$ cat src/common/frps_pkg.sv
// Constants, register map, field layout and types of the flash row
// program sequencer.
// Assumes a 200 MHz system clock and an AXI4-Lite bus with 8-bit addresses.
package frps_pkg;

	// Clock period and the self-timed operation lengths.
	localparam int unsigned CLK_NS     = 5;
	localparam int unsigned T_ROW_NS   = 1_480_000;
	localparam int unsigned T_PAGE_NS  = 2_000_000;
	localparam int unsigned T_WORD_NS  = 50_000;
	localparam int unsigned CYC_ROW    = (T_ROW_NS + CLK_NS - 1) / CLK_NS;
	localparam int unsigned CYC_PAGE   = (T_PAGE_NS + CLK_NS - 1) / CLK_NS;
	localparam int unsigned CYC_WORD   = (T_WORD_NS + CLK_NS - 1) / CLK_NS;
	localparam int          TMR_W      = 24;
	localparam logic [23:0] TMR_LAST   = 24'h00_0001;

	// Register byte offsets.
	localparam logic [7:0]  OFS_CTRL   = 8'h00;
	localparam logic [7:0]  OFS_KEY    = 8'h04;
	localparam logic [7:0]  OFS_PAGE   = 8'h08;
	localparam logic [7:0]  OFS_PTR    = 8'h0C;
	localparam logic [7:0]  OFS_TLO    = 8'h10;
	localparam logic [7:0]  OFS_THI    = 8'h14;
	localparam logic [7:0]  OFS_STAT   = 8'h18;

	// One-hot register select positions.
	localparam int          SEL_W      = 7;
	localparam int          SEL_CTRL   = 0;
	localparam int          SEL_KEY    = 1;
	localparam int          SEL_PAGE   = 2;
	localparam int          SEL_PTR    = 3;
	localparam int          SEL_TLO    = 4;
	localparam int          SEL_THI    = 5;
	localparam int          SEL_STAT   = 6;

	// Control register fields and reset value.
	localparam int          B_START    = 15;
	localparam int          B_PROGRAM_WRITE_ENABLE     = 14;
	localparam int          B_ERR      = 13;
	localparam int          B_ERASE    = 6;
	localparam logic [15:0] CTRL_RST   = 16'h0000;

	// Operation codes and unlock keys.
	localparam logic [3:0]  OP_PAGE    = 4'h2;
	localparam logic [3:0]  OP_ROW     = 4'h1;
	localparam logic [3:0]  OP_WORD    = 4'h3;
	localparam logic [7:0]  KEY_FIRST  = 8'h55;
	localparam logic [7:0]  KEY_SECOND = 8'hAA;

	// Row and page geometry in program addresses.
	localparam logic [5:0]  IDX_LAST   = 6'h3F;
	localparam logic [23:0] ROW_MASK   = 24'hFF_FF80;
	localparam logic [23:0] PAGE_MASK  = 24'hFF_FC00;

	// Bus answers.
	localparam logic [1:0]  RESP_OKAY  = 2'h0;
	localparam logic [1:0]  RESP_SLV   = 2'h2;

	typedef enum logic [2:0] {
		UK_NONE  = 3'b001,
		UK_HALF  = 3'b010,
		UK_ARMED = 3'b100
	} frps_unlock_t;

	typedef enum logic [2:0] {
		SQ_IDLE = 3'b001,
		SQ_FEED = 3'b010,
		SQ_BURN = 3'b100
	} frps_seq_t;

	// Maps a byte address onto a one-hot register select.
	function automatic logic [SEL_W-1:0] frps_decode(input logic [7:0] a);
		frps_decode = '0;
		if (a == OFS_CTRL) begin
			frps_decode[SEL_CTRL] = 1'b1;
		end else if (a == OFS_KEY) begin
			frps_decode[SEL_KEY] = 1'b1;
		end else if (a == OFS_PAGE) begin
			frps_decode[SEL_PAGE] = 1'b1;
		end else if (a == OFS_PTR) begin
			frps_decode[SEL_PTR] = 1'b1;
		end else if (a == OFS_TLO) begin
			frps_decode[SEL_TLO] = 1'b1;
		end else if (a == OFS_THI) begin
			frps_decode[SEL_THI] = 1'b1;
		end else if (a == OFS_STAT) begin
			frps_decode[SEL_STAT] = 1'b1;
		end
	endfunction : frps_decode

	// Merges the enabled low byte lanes of a write into an old value.
	function automatic logic [15:0] frps_merge(input logic [15:0] old_v,
			input logic [15:0] new_v, input logic [3:0] strb);
		frps_merge = old_v;
		if (strb[0]) begin
			frps_merge[7:0] = new_v[7:0];
		end
		if (strb[1]) begin
			frps_merge[15:8] = new_v[15:8];
		end
	endfunction : frps_merge

endpackage : frps_pkg

$ cat src/hw/frps_row_buffer.sv
// Holding buffer of 64 instruction words, 24 bits each.
// Assumes low word and high byte writes arrive as separate strobes.
`timescale 1ns/1ps
module frps_row_buffer (
	input  wire logic        clk_i,
	input  wire logic        rst_i,
	input  wire logic        wr_lo_i,
	input  wire logic        wr_hi_i,
	input  wire logic [5:0]  wr_idx_i,
	input  wire logic [15:0] wr_lo_data_i,
	input  wire logic [7:0]  wr_hi_data_i,
	input  wire logic [5:0]  rd_idx_i,
	output logic      [23:0] rd_data_o
);

	logic [23:0] mem [64];

	// Each half of an entry is written by its own table write.
	always_ff @(posedge clk_i) begin
		if (wr_lo_i) begin
			mem[wr_idx_i][15:0] <= wr_lo_data_i;
		end
		if (wr_hi_i) begin
			mem[wr_idx_i][23:16] <= wr_hi_data_i;
		end
	end

	// Read data leave through a register, one cycle after the index.
	always_ff @(posedge clk_i or posedge rst_i) begin
		if (rst_i) begin
			rd_data_o <= '0;
		end else begin
			rd_data_o <= mem[rd_idx_i];
		end
	end

endmodule : frps_row_buffer

$ cat src/hw/frps_op_timer.sv
// Down counter that times one erase or program cycle.
// Assumes the loaded count is at least one.
`timescale 1ns/1ps
module frps_op_timer (
	input  wire logic                        clk_i,
	input  wire logic                        rst_i,
	input  wire logic                        load_i,
	input  wire logic [frps_pkg::TMR_W-1:0]  cycles_i,
	output logic                             done_o
);

	logic [frps_pkg::TMR_W-1:0] count_reg;

	// Loading restarts the count; otherwise it runs down to zero.
	always_ff @(posedge clk_i or posedge rst_i) begin
		if (rst_i) begin
			count_reg <= '0;
		end else if (load_i) begin
			count_reg <= cycles_i;
		end else if (count_reg != '0) begin
			count_reg <= count_reg - frps_pkg::TMR_LAST;
		end
	end

	// The done pulse marks the edge on which the count reaches zero.
	always_ff @(posedge clk_i or posedge rst_i) begin
		if (rst_i) begin
			done_o <= 1'b0;
		end else begin
			done_o <= !load_i && (count_reg == frps_pkg::TMR_LAST);
		end
	end

endmodule : frps_op_timer

$ cat src/hw/frps_sequencer.sv
// Flash row program sequencer: control, unlock, holding buffer loading
// and the self-timed erase and program cycles, behind AXI4-Lite.
// Assumes the core stops issuing bus writes while the stall output is high.
// Functional notes
// - Op code 0010 with erase and write enable set performs a page erase.
// - No erase or program starts unless keys 0x55 then 0xAA were written.
// - Setting the start bit after unlock runs the cycle and stalls the core.
// - Hardware clears the start bit when the cycle has finished.
// - Op code 0001 with erase clear and write enable set programs a row.
// - Only the first key followed by the second key, with no other key or control write between, unlocks.
// - An improper start attempt sets the sequence error flag.
// - With write enable clear no erase or program is ever performed.
// - Op code 0011 with erase clear programs a single instruction word.
`timescale 1ns/1ps
module frps_sequencer #(
	parameter int unsigned PAGE_CYCLES = frps_pkg::CYC_PAGE,
	parameter int unsigned ROW_CYCLES  = frps_pkg::CYC_ROW,
	parameter int unsigned WORD_CYCLES = frps_pkg::CYC_WORD
) (
	input  wire logic        clk_i,
	input  wire logic        rst_i,
	input  wire logic [7:0]  s_axi_awaddr_i,
	input  wire logic        s_axi_awvalid_i,
	output logic             s_axi_awready_o,
	input  wire logic [31:0] s_axi_wdata_i,
	input  wire logic [3:0]  s_axi_wstrb_i,
	input  wire logic        s_axi_wvalid_i,
	output logic             s_axi_wready_o,
	output logic [1:0]       s_axi_bresp_o,
	output logic             s_axi_bvalid_o,
	input  wire logic        s_axi_bready_i,
	input  wire logic [7:0]  s_axi_araddr_i,
	input  wire logic        s_axi_arvalid_i,
	output logic             s_axi_arready_o,
	output logic [31:0]      s_axi_rdata_o,
	output logic [1:0]       s_axi_rresp_o,
	output logic             s_axi_rvalid_o,
	input  wire logic        s_axi_rready_i,
	output logic             flash_erase_o,
	output logic             flash_prog_o,
	output logic             flash_wvalid_o,
	output logic [23:0]      flash_addr_o,
	output logic [23:0]      flash_data_o,
	output logic             core_stall_o
);

	// Local copy of the timer width so that size casts stay short.
	localparam int TMR_W = frps_pkg::TMR_W;

	logic                      aw_have_reg;
	logic                      w_have_reg;
	logic [7:0]                awaddr_reg;
	logic [15:0]               wdata_reg;
	logic [3:0]                wstrb_reg;
	logic [frps_pkg::SEL_W-1:0] sel_w;
	logic                      wr_en;
	logic                      start_reg;
	logic                      program_write_enable_reg;
	logic                      err_reg;
	logic                      erase_reg;
	logic [3:0]                op_reg;
	logic [15:0]               ctrl_view;
	logic [15:0]               ctrl_new;
	logic                      ctrl_wr;
	logic                      key_wr;
	logic                      start_req;
	logic                      is_page;
	logic                      is_row;
	logic                      is_word;
	logic                      launch;
	logic                      bad;
	frps_pkg::frps_unlock_t    ukey_reg;
	logic [7:0]                page_reg;
	logic [15:0]               page_new;
	logic [15:0]               ptr_reg;
	logic [23:0]               tgt_reg;
	logic                      tlo_wr;
	logic                      thi_wr;
	frps_pkg::frps_seq_t       seq_reg;
	logic                      word_mode_reg;
	logic [5:0]                idx_reg;
	logic [5:0]                idx_d1_reg;
	logic                      v1_reg;
	logic [23:0]               base_reg;
	logic                      feed_last;
	logic                      tmr_load;
	logic [frps_pkg::TMR_W-1:0] tmr_cycles;
	logic                      tmr_done;
	logic [23:0]               buf_rdata;
	logic [frps_pkg::SEL_W-1:0] sel_r;

	// Write address and data are taken independently and held.
	always_ff @(posedge clk_i or posedge rst_i) begin
		if (rst_i) begin
			aw_have_reg     <= 1'b0;
			w_have_reg      <= 1'b0;
			awaddr_reg      <= '0;
			wdata_reg       <= '0;
			wstrb_reg       <= '0;
			s_axi_awready_o <= 1'b1;
			s_axi_wready_o  <= 1'b1;
			s_axi_bvalid_o  <= 1'b0;
			s_axi_bresp_o   <= frps_pkg::RESP_OKAY;
		end else begin
			if (s_axi_awvalid_i && s_axi_awready_o) begin
				aw_have_reg     <= 1'b1;
				awaddr_reg      <= s_axi_awaddr_i;
				s_axi_awready_o <= 1'b0;
			end
			if (s_axi_wvalid_i && s_axi_wready_o) begin
				w_have_reg     <= 1'b1;
				wdata_reg      <= s_axi_wdata_i[15:0];
				wstrb_reg      <= s_axi_wstrb_i;
				s_axi_wready_o <= 1'b0;
			end
			if (wr_en) begin
				aw_have_reg    <= 1'b0;
				w_have_reg     <= 1'b0;
				s_axi_bvalid_o <= 1'b1;
				s_axi_bresp_o  <= (sel_w == '0) ? frps_pkg::RESP_SLV
					: frps_pkg::RESP_OKAY;
			end
			if (s_axi_bvalid_o && s_axi_bready_i) begin
				s_axi_bvalid_o  <= 1'b0;
				s_axi_awready_o <= 1'b1;
				s_axi_wready_o  <= 1'b1;
			end
		end
	end

	// Write decode and the control fields as the write would leave them.
	assign wr_en     = aw_have_reg && w_have_reg && !s_axi_bvalid_o;
	assign sel_w     = frps_pkg::frps_decode(awaddr_reg);
	assign ctrl_view = {start_reg, program_write_enable_reg, err_reg, 6'h00, erase_reg,
		2'h0, op_reg};
	assign ctrl_new  = frps_pkg::frps_merge(ctrl_view, wdata_reg, wstrb_reg);
	assign page_new  = frps_pkg::frps_merge({8'h00, page_reg}, wdata_reg,
		wstrb_reg);
	assign ctrl_wr   = wr_en && sel_w[frps_pkg::SEL_CTRL];
	assign key_wr    = wr_en && sel_w[frps_pkg::SEL_KEY] && wstrb_reg[0];
	assign tlo_wr    = wr_en && sel_w[frps_pkg::SEL_TLO] && !start_reg;
	assign thi_wr    = wr_en && sel_w[frps_pkg::SEL_THI] && !start_reg;
	assign start_req = ctrl_wr && ctrl_new[frps_pkg::B_START] && !start_reg;

	assign is_page = ctrl_new[frps_pkg::B_ERASE]
		&& (ctrl_new[3:0] == frps_pkg::OP_PAGE);
	assign is_row  = !ctrl_new[frps_pkg::B_ERASE]
		&& (ctrl_new[3:0] == frps_pkg::OP_ROW);
	assign is_word = !ctrl_new[frps_pkg::B_ERASE]
		&& (ctrl_new[3:0] == frps_pkg::OP_WORD);

	// launch only when armed and write enabled
	assign launch = start_req && (ukey_reg == frps_pkg::UK_ARMED)
		&& ctrl_new[frps_pkg::B_PROGRAM_WRITE_ENABLE] && (is_page || is_row || is_word);
	assign bad    = start_req && !launch;

	// Control fields change only while no cycle is running.
	always_ff @(posedge clk_i or posedge rst_i) begin
		if (rst_i) begin
			program_write_enable_reg  <= frps_pkg::CTRL_RST[frps_pkg::B_PROGRAM_WRITE_ENABLE];
			erase_reg <= frps_pkg::CTRL_RST[frps_pkg::B_ERASE];
			op_reg    <= frps_pkg::CTRL_RST[3:0];
		end else if (ctrl_wr && !start_reg) begin
			program_write_enable_reg  <= ctrl_new[frps_pkg::B_PROGRAM_WRITE_ENABLE];
			erase_reg <= ctrl_new[frps_pkg::B_ERASE];
			op_reg    <= ctrl_new[3:0];
		end
	end

	// error flag, a new error wins over a software clear
	always_ff @(posedge clk_i or posedge rst_i) begin
		if (rst_i) begin
			err_reg <= frps_pkg::CTRL_RST[frps_pkg::B_ERR];
		end else if (bad) begin
			err_reg <= 1'b1;
		end else if (ctrl_wr && !start_reg) begin
			err_reg <= ctrl_new[frps_pkg::B_ERR];
		end
	end

	// unlock tracker, any other key write or a control write drops a half unlock
	always_ff @(posedge clk_i or posedge rst_i) begin
		if (rst_i) begin
			ukey_reg <= frps_pkg::UK_NONE;
		end else if (key_wr) begin
			if (wdata_reg[7:0] == frps_pkg::KEY_FIRST) begin
				ukey_reg <= frps_pkg::UK_HALF;
			end else if (wdata_reg[7:0] == frps_pkg::KEY_SECOND
					&& ukey_reg == frps_pkg::UK_HALF) begin
				ukey_reg <= frps_pkg::UK_ARMED;
			end else begin
				ukey_reg <= frps_pkg::UK_NONE;
			end
		end else if (ctrl_wr) begin
			ukey_reg <= frps_pkg::UK_NONE;
		end
	end

	// Table page, pointer and the address latched by a table write.
	always_ff @(posedge clk_i or posedge rst_i) begin
		if (rst_i) begin
			page_reg <= '0;
			ptr_reg  <= '0;
			tgt_reg  <= '0;
		end else begin
			if (wr_en && sel_w[frps_pkg::SEL_PAGE]) begin
				page_reg <= page_new[7:0];
			end
			if (wr_en && sel_w[frps_pkg::SEL_PTR]) begin
				ptr_reg <= frps_pkg::frps_merge(ptr_reg, wdata_reg,
					wstrb_reg);
			end
			if (tlo_wr || thi_wr) begin
				tgt_reg <= {page_reg, ptr_reg};
			end
		end
	end

	// cycle sequencer, start bit set on launch, cleared at end
	always_ff @(posedge clk_i or posedge rst_i) begin
		if (rst_i) begin
			seq_reg       <= frps_pkg::SQ_IDLE;
			start_reg     <= frps_pkg::CTRL_RST[frps_pkg::B_START];
			word_mode_reg <= 1'b0;
			idx_reg       <= '0;
			base_reg      <= '0;
		end else begin
			case (seq_reg)
				frps_pkg::SQ_IDLE: begin
					if (launch) begin
						start_reg     <= 1'b1;
						word_mode_reg <= is_word;
						idx_reg       <= is_word ? tgt_reg[6:1] : 6'h00;
						base_reg      <= tgt_reg & frps_pkg::ROW_MASK;
						seq_reg       <= is_page ? frps_pkg::SQ_BURN
							: frps_pkg::SQ_FEED;
					end
				end
				frps_pkg::SQ_FEED: begin
					if (feed_last) begin
						seq_reg <= frps_pkg::SQ_BURN;
					end else begin
						idx_reg <= idx_reg + 6'h01;
					end
				end
				frps_pkg::SQ_BURN: begin
					if (tmr_done) begin
						start_reg <= 1'b0;
						seq_reg   <= frps_pkg::SQ_IDLE;
					end
				end
				default: begin
					seq_reg <= frps_pkg::SQ_IDLE;
				end
			endcase
		end
	end

	// The timer starts as the last buffer index is read, one cycle before that word reaches the array; a page erase starts it at launch.
	assign feed_last  = word_mode_reg || (idx_reg == frps_pkg::IDX_LAST);
	assign tmr_load   = (launch && is_page)
		|| (seq_reg == frps_pkg::SQ_FEED && feed_last);
	assign tmr_cycles = (seq_reg == frps_pkg::SQ_IDLE) ? TMR_W'(PAGE_CYCLES)
		: word_mode_reg ? TMR_W'(WORD_CYCLES) : TMR_W'(ROW_CYCLES);

	frps_op_timer u_timer (
		.clk_i    (clk_i),
		.rst_i    (rst_i),
		.load_i   (tmr_load),
		.cycles_i (tmr_cycles),
		.done_o   (tmr_done)
	);

	frps_row_buffer u_buffer (
		.clk_i        (clk_i),
		.rst_i        (rst_i),
		.wr_lo_i      (tlo_wr),
		.wr_hi_i      (thi_wr),
		.wr_idx_i     (ptr_reg[6:1]),
		.wr_lo_data_i (wdata_reg),
		.wr_hi_data_i (wdata_reg[7:0]),
		.rd_idx_i     (idx_reg),
		.rd_data_o    (buf_rdata)
	);

	// Buffer read pipeline, aligned with the registered read data.
	always_ff @(posedge clk_i or posedge rst_i) begin
		if (rst_i) begin
			v1_reg     <= 1'b0;
			idx_d1_reg <= '0;
		end else begin
			v1_reg     <= (seq_reg == frps_pkg::SQ_FEED);
			idx_d1_reg <= idx_reg;
		end
	end

	// array strobes, each word with its address
	always_ff @(posedge clk_i or posedge rst_i) begin
		if (rst_i) begin
			flash_erase_o  <= 1'b0;
			flash_prog_o   <= 1'b0;
			flash_wvalid_o <= 1'b0;
			flash_addr_o   <= '0;
			flash_data_o   <= '0;
		end else begin
			flash_wvalid_o <= v1_reg;
			if (launch) begin
				flash_erase_o <= is_page;
				flash_prog_o  <= !is_page;
				flash_addr_o  <= tgt_reg & frps_pkg::PAGE_MASK;
			end else if (seq_reg == frps_pkg::SQ_BURN && tmr_done) begin
				flash_erase_o <= 1'b0;
				flash_prog_o  <= 1'b0;
			end
			if (v1_reg) begin
				flash_data_o <= buf_rdata;
				flash_addr_o <= base_reg | {17'h0_0000, idx_d1_reg, 1'b0};
			end
		end
	end

	// the core is stalled exactly while the start bit is set
	assign core_stall_o = start_reg;

	// Read channel answers one cycle after the address is taken.
	assign sel_r = frps_pkg::frps_decode(s_axi_araddr_i);
	always_ff @(posedge clk_i or posedge rst_i) begin
		if (rst_i) begin
			s_axi_arready_o <= 1'b1;
			s_axi_rvalid_o  <= 1'b0;
			s_axi_rdata_o   <= '0;
			s_axi_rresp_o   <= frps_pkg::RESP_OKAY;
		end else if (s_axi_arvalid_i && s_axi_arready_o) begin
			s_axi_arready_o <= 1'b0;
			s_axi_rvalid_o  <= 1'b1;
			s_axi_rresp_o   <= frps_pkg::RESP_OKAY;
			if (sel_r[frps_pkg::SEL_CTRL]) begin
				s_axi_rdata_o <= {16'h0000, ctrl_view};
			end else if (sel_r[frps_pkg::SEL_PAGE]) begin
				s_axi_rdata_o <= {24'h00_0000, page_reg};
			end else if (sel_r[frps_pkg::SEL_PTR]) begin
				s_axi_rdata_o <= {16'h0000, ptr_reg};
			end else if (sel_r[frps_pkg::SEL_STAT]) begin
				s_axi_rdata_o <= {28'h000_0000, v1_reg,
					ukey_reg == frps_pkg::UK_HALF,
					ukey_reg == frps_pkg::UK_ARMED, start_reg};
			end else begin
				s_axi_rdata_o <= '0;
				if (sel_r == '0) begin
					s_axi_rresp_o <= frps_pkg::RESP_SLV;
				end
			end
		end else if (s_axi_rvalid_o && s_axi_rready_i) begin
			s_axi_rvalid_o  <= 1'b0;
			s_axi_arready_o <= 1'b1;
		end
	end
endmodule : frps_sequencer

$ cat config.mk
export PLATFORM = sky130hd
export DESIGN_NAME = frps_sequencer
export DESIGN_NICKNAME = d
export VERILOG_FILES = /design/src/common/frps_pkg.sv /design/src/hw/frps_row_buffer.sv /design/src/hw/frps_op_timer.sv /design/src/hw/frps_sequencer.sv
export SDC_FILE = /design/constraint.sdc
export NUM_CORES = 2
export LEC_CHECK = 0
export ABC_CLOCK_PERIOD_IN_PS = 23500
export BUFFER_PORTS_ARGS = -buffer_cell sky130_fd_sc_hd__buf_4
export CELL_PAD_IN_SITES_DETAIL_PLACEMENT = 1
export CELL_PAD_IN_SITES_GLOBAL_PLACEMENT = 1
export CORE_MARGIN = 2
export CORE_UTILIZATION = 59
export CTS_CLUSTER_SIZE = 10
export DETAILED_ROUTE_END_ITERATION = 7
export PLACE_DENSITY_LB_ADDON = 0.1
export SLEW_MARGIN = 30
export SYNTH_ARGS = -nofsm -noshare
export SYNTH_HDL_FRONTEND = slang
export SYNTH_SLANG_ARGS = --single-unit
$ cat constraint.sdc
create_clock -name clk_i -period 23.5 [get_ports clk_i]
set_input_delay 2.35 -clock clk_i [delete_from_list [all_inputs] [get_ports clk_i]]
set_output_delay 2.35 -clock clk_i [all_outputs]
set_load 0.01 [all_outputs]
### Word level (Yosys, flattened, before mapping)

Memories as Yosys holds them, arrays and structs flattened. A register that Yosys moved wholly into a read port is not among the register bits.
Cells that the tools add are included.

* bitwise operators: 1
* $lt $le $gt $ge: 0
* $add $sub $neg: 2
* shift-type cells: 0
* $mul: 0
* div/mod/pow operators: 0
* muxes and demuxes: 83
* reductions and logical operators: 69
* eq/ne operators: 28

Operators by type and width (count)
* two-way mux 24 bit: 4
* == test 8 x 5 -> 1 bit, second input constant: 6
* two-way mux 16 bit: 3
* two-way mux 1 bit: 41
* two-way mux 19 bit: 2
* == test 8 x 4 -> 1 bit, second input constant: 4
* logical AND 1 bit: 31
* two-way mux 3 bit: 10
* two-way mux 6 bit: 5
* nonzero test 2 bit: 14
* == test 24 x 1 -> 1 bit, second input constant: 1
* bitwise OR 24 x 7 -> 24 bit: 1
* nonzero test 24 bit: 1
* subtractor 24 x 1 -> 24 bit, second input constant: 1
* == test 8 x 3 -> 1 bit, second input constant: 2
* zero test 8 bit: 2
* two-way mux 2 bit: 8
* zero test 7 bit: 2
* two-way mux 4 bit: 3
* one-hot mux 6 bit (2 select lines): 1
* two-way mux 5 bit: 2
* AND reduction 2 bit: 5
* one-hot mux 3 bit (3 select lines): 1
* AND reduction 3 bit: 3
* 16 further kinds: 30

* latch bits: 0
* bits in writable memories: 1536
* bits in read-only memories: 0
* memories: 1
* flip-flop bits (word level): 238

Memories
* u_buffer.mem: words 64, width 24, rd ports 1, clocked after memory_dff 1, write ports 1, line frps_row_buffer.sv:16 `logic [23:0] mem [64];`

### Logic depth before layout (Yosys ltp)

* word-level depth: 14
* depth in mapped cells: 9
* mapped depth without buffers: 7

### Cells and area by module

A second synthesis with hierarchy kept.

* cells, all modules: 3583
* area total of the unflattened synthesis: 69496.7 um2

Modules (own cells, without submodules)
* frps_row_buffer: cells each 2725, seq. area each 46724.8 um2, area an instance 59731.0 um2, times used 1
* frps_sequencer: cells each 692, seq. area each 4835.9 um2, area an instance 8227.9 um2, times used 1
* frps_op_timer: cells each 166, seq. area each 625.6 um2, area an instance 1537.7 um2, times used 1

### Worst setup path before layout

No wires, ideal clock.

* path type: input -> register
* start: input s_axi_araddr_i[5]
* end: register s_axi_rdata_o[2]
* path slack: 19.489 ns
* data required time: 23.374 ns
* path buffers: 0
* arrival time: 3.884 ns
* cell stages on the path: 5
* cell sequence: or4_1 > or4_1 > o2111ai_1 > nor2_1 > a221o_1

* word-level cells in the longest chain between the ends: 12
* elaborated cells between the ends (all ways): 21
* classes of those cells: eq/ne (6); mux (14); reduce/logical (1)

Ends and longest elaborated chain
* from (decl): line frps_sequencer.sv:32 `input wire logic [7:0] s_axi_araddr_i,`
* == test 8 x 5 -> 1 bit: line frps_pkg.sv:86 `end else if (a == OFS_STAT) begin`
* two-way mux 1 bit: line frps_pkg.sv:86
* two-way mux 1 bit: line frps_pkg.sv:84 `end else if (a == OFS_THI) begin`
* two-way mux 2 bit: line frps_pkg.sv:82 `end else if (a == OFS_TLO) begin`
* two-way mux 3 bit: line frps_pkg.sv:80 `end else if (a == OFS_PTR) begin`
* two-way mux 4 bit: line frps_pkg.sv:78 `end else if (a == OFS_PAGE) begin`
* two-way mux 5 bit: line frps_pkg.sv:76 `end else if (a == OFS_KEY) begin`
* two-way mux 6 bit: line frps_pkg.sv:74 `if (a == OFS_CTRL) begin`
* two-way mux 4 bit: line frps_sequencer.sv:343 `end else if (sel_r[frps_pkg::SEL_STAT]) begin`
* two-way mux 16 bit: line frps_sequencer.sv:341 `end else if (sel_r[frps_pkg::SEL_PTR]) begin`
* two-way mux 16 bit: line frps_sequencer.sv:339 `end else if (sel_r[frps_pkg::SEL_PAGE]) begin`
* two-way mux 16 bit *: line frps_sequencer.sv:337 `if (sel_r[frps_pkg::SEL_CTRL]) begin`
* to (signal assigned): line frps_sequencer.sv:338 `s_axi_rdata_o <= {16'h0000, ctrl_view};`
* to (signal assigned): line frps_sequencer.sv:340 `s_axi_rdata_o <= {24'h00_0000, page_reg};`
* to (signal assigned): line frps_sequencer.sv:342 `s_axi_rdata_o <= {16'h0000, ptr_reg};`
* to (decl): line frps_sequencer.sv:35 `output logic [31:0] s_axi_rdata_o,`

Every way passes the cells marked *; elsewhere a longest branch is shown, timed or not.
A chain may end at the register's enable or synchronous reset.

==> flow_summary.json <==
{
  "max_stage_delay_ns": 0.83,
  "cts_resized": 0,
  "syn_area_per_cell_sq_um": 20.1,
  "syn_inst": 3431,
  "totalWireLength_um": 178000,
  "fin_crit_ns": 4.84,
  "min_path_type": "flop to flop",
  "finalHoldViolCount": 0,
  "clkTransAtPathRegs_ns": 0.06,
  "max_cap_viol_count": 0,
  "rows": 125,
  "cts_num_sinks": 1778,
  "synth-edff-count": 1536,
  "initial_utilization_pct": 59.5,
  "placed_cell_area_sq_um": 71900,
  "die_w_um": 346,
  "cp.arrival_ns": 5.50,
  "hold_buffers": 0,
  "drc": 0,
  "place_congestion": 0.847,
  "dpl.hpwl_um": 106000,
  "worst_slew_pin_slew_ns": 0.994,
  "endpoint_kind": "flop",
  "cp.required_ns": 24.17,
  "final_antenna_net_count": 0,
  "track_usage_pct": 30.3,
  "slew_headroom_pct": 33.7,
  "via_count": 35300,
  "dr.pass1.iters": 7,
  "first_global_vias": 37900,
  "r2r_start": "idx_reg[0]",
  "cts_root_buf": "clkbuf_16",
  "p_total_mw": 7.45,
  "fmax_ghz": 0.207,
  "coreArea_sq_um": 116000,
  "wl_per_cell_um": 33.5,
  "vias_per_cell": 6.65,
  "ys_seq_area_share_pct": 75.6,
  "synth_cell_types": 77,
  "tns_ns": 0,
  "syn_area_sq_um": 69000,
  "grt_pass1_wl_um": 262000,
  "yosysWarnings": 0,
  "largest_reg_flops": 1536,
  "leakage_nw": 25.6,
  "cts_htree_levels": 4,
  "area_growth_pct": 12.4,
  "clock_latency_ns": 0.80,
  "clock_path_buffers": 3,
  "largest_register": "u_buffer.mem",
  "skew_ns": 0.0288,
  "setup_viol_count_final": 0,
  "final_area_sq_um": 77600,
  "ios": 152,
  "cp_cell_sequence": "buf_12 -> buf_16 -> buf_6 -> buf_6 -> mux4_2 -> a221oi_1 -> o21ai_0 -> o211a_1",
  "slew_viol_final": 0,
  "io_buffer_count": 114,
  "path_max_fanout": 70,
  "path_class": "flop to flop",
  "cp-startpoint": "idx_reg[0]",
  "ys_ff_latch": 1778,
  "first_iter_violations": 3885,
  "diodes": 0,
  "cp-start-kind": "flop",
  "worstHoldStart": "idx_d1_reg[3]",
  "status": "complete, no violations",
  "die_area_sq_um": 120000,
  "grt_overflow": 0,
  "synth-main-ff-cell": "edfxtp_1",
  "antenna_found_initial": 1,
  "rsz0062_at_grt": "false",
  "cts_setup_buffers": 0,
  "drive_gt1_share_pct": 27.1,
  "power_density_nw_per_um2": 96.0,
  "timing.critical_path.mode_cell": "buf_6",
  "cts_inserted_buffers": 197,
  "grt_max_degree": 126,
  "fin_crit_sh_pct": 20.6,
  "nNetsFinal": 3731,
  "cts_tree": "yes",
  "dieHeight_um": 346,
  "crit_slowest_cell": "dfrtp_4",
  "synthArstFlopShare_pct": 13.6,
  "ir_drop_mv": 0.108
}
[path summary, 6_finish.rpt]
check	to	slack (ns)	cells past startpoint
max	u_buffer.rd_data_o[3]	18.66	8
min in group asynchronous	flash_addr_o[12]	1.60	2
max in group asynchronous	wdata_reg[6]	20.02	4
min reg2reg	flash_addr_o[4]	0.47	2
min	flash_addr_o[4]	0.47	2
max reg2reg	u_buffer.rd_data_o[3]	18.66	8
[metrics by stage]
step | worst slack, ns | cells | hold slack (ns) | utilization [%]
after floorplan | 14.51 | 3449 | 0.352 | -
after global placement | 18.26 | 4990 | 0.444 | 62.0
after CTS | 18.18 | 5308 | 0.473 | 66.8
after detailed placement | 18.15 | 4991 | 0.453 | 62.0
after global routing | 18.25 | 5311 | 0.488 | 66.9
final | 18.66 | 5311 | 0.468 | 66.9
[power breakdown]
part / switching [mW] / total, mW / internal, mW
combinational: 0.484 / 0.621 / 0.137
clock: 1.17 / 2.74 / 1.57
sequential: 0.188 / 4.08 / 3.90
[logic make-up after synthesis]
logic type | count (synthesis) | share of synthesized area, %
compound gates | 304 | 2.96
xor+xnor | 21 | 0.266
fa+ha+maj | 3 | 0.0544
buf+inv | 227 | 1.46
flops | 1778 | 75.6
mux | 649 | 16.6
other cells | 1 | 0.00543
simple gates | 448 | 3.06
[metal layers]
metal  wire length [um]  global-route usage (%)  up-vias
li1                   -                       -    14400
met1              70000                    41.8    19000
met2              90400                    50.3     1558
met3              11500                    4.43      340
met4               6270                    10.6        2
met5                  8                       0        -
[placed cells by master (no fill, tap or decap), drive strengths merged, types with 31 or more instances in the layout]
cell type / n
nand2: 129
nor2: 178
dfrtp: 237
nand3: 31
mux2: 133
o21ai: 92
mux4: 384
clkbuf: 306
edfxtp: 1536
a221oi: 48
a21oi: 55
mux2i: 132
buf: 233
[worst max-delay path: cells and delay by family (launching register included)]
kind | cells | cell delay [ns]
buf+inv | 4 | 1.95
compound gates | 3 | 1.01
flops | 1 | 0.83
mux | 1 | 0.60
[area by class of cell]
| class | count | area, sq um |
|---|---|---|
| tap | 1524 | 1910 |
| timing repair buffer | 233 | 1880 |
| multi-input combinational | 1444 | 16000 |
| clock inverter | 11 | 128 |
| inverter | 15 | 63.8 |
| fill | 9224 | 38400 |
| clock buffer | 306 | 5450 |
| sequential | 1778 | 52200 |
[cell usage after synthesis (5+ instances only)]
master,instances,area [sq um]
o211ai_1,10,75.1
a211o_1,9,78.8
a211oi_1,6,45.0
mux4_2,384,8650
o22ai_1,16,100
o21ai_0,90,450
inv_1,13,48.8
mux2i_1,132,1320
a22oi_1,6,45.0
buf_4,19,143
nor3_1,9,45.0
dfstp_2,5,131
nand2_1,129,484
mux2_2,133,1500
nand3b_1,9,67.6
edfxtp_1,1536,46100
nand4_1,8,50.1
or4_1,5,37.5
a221oi_1,48,420
nor2_1,178,668
or3b_2,11,96.3
nand3_1,31,155
or3_1,10,62.6
nand2b_1,8,50.1
nor2b_1,7,43.8
clkbuf_1,103,387
a22o_1,9,78.8
buf_2,65,325
o221ai_1,16,140
dfrtp_1,237,5930
xnor2_1,17,149
nor4_1,13,81.3
buf_1,25,93.8
a21oi_1,55,275
and2_1,5,31.3
Power figures use the tool's default switching activity.
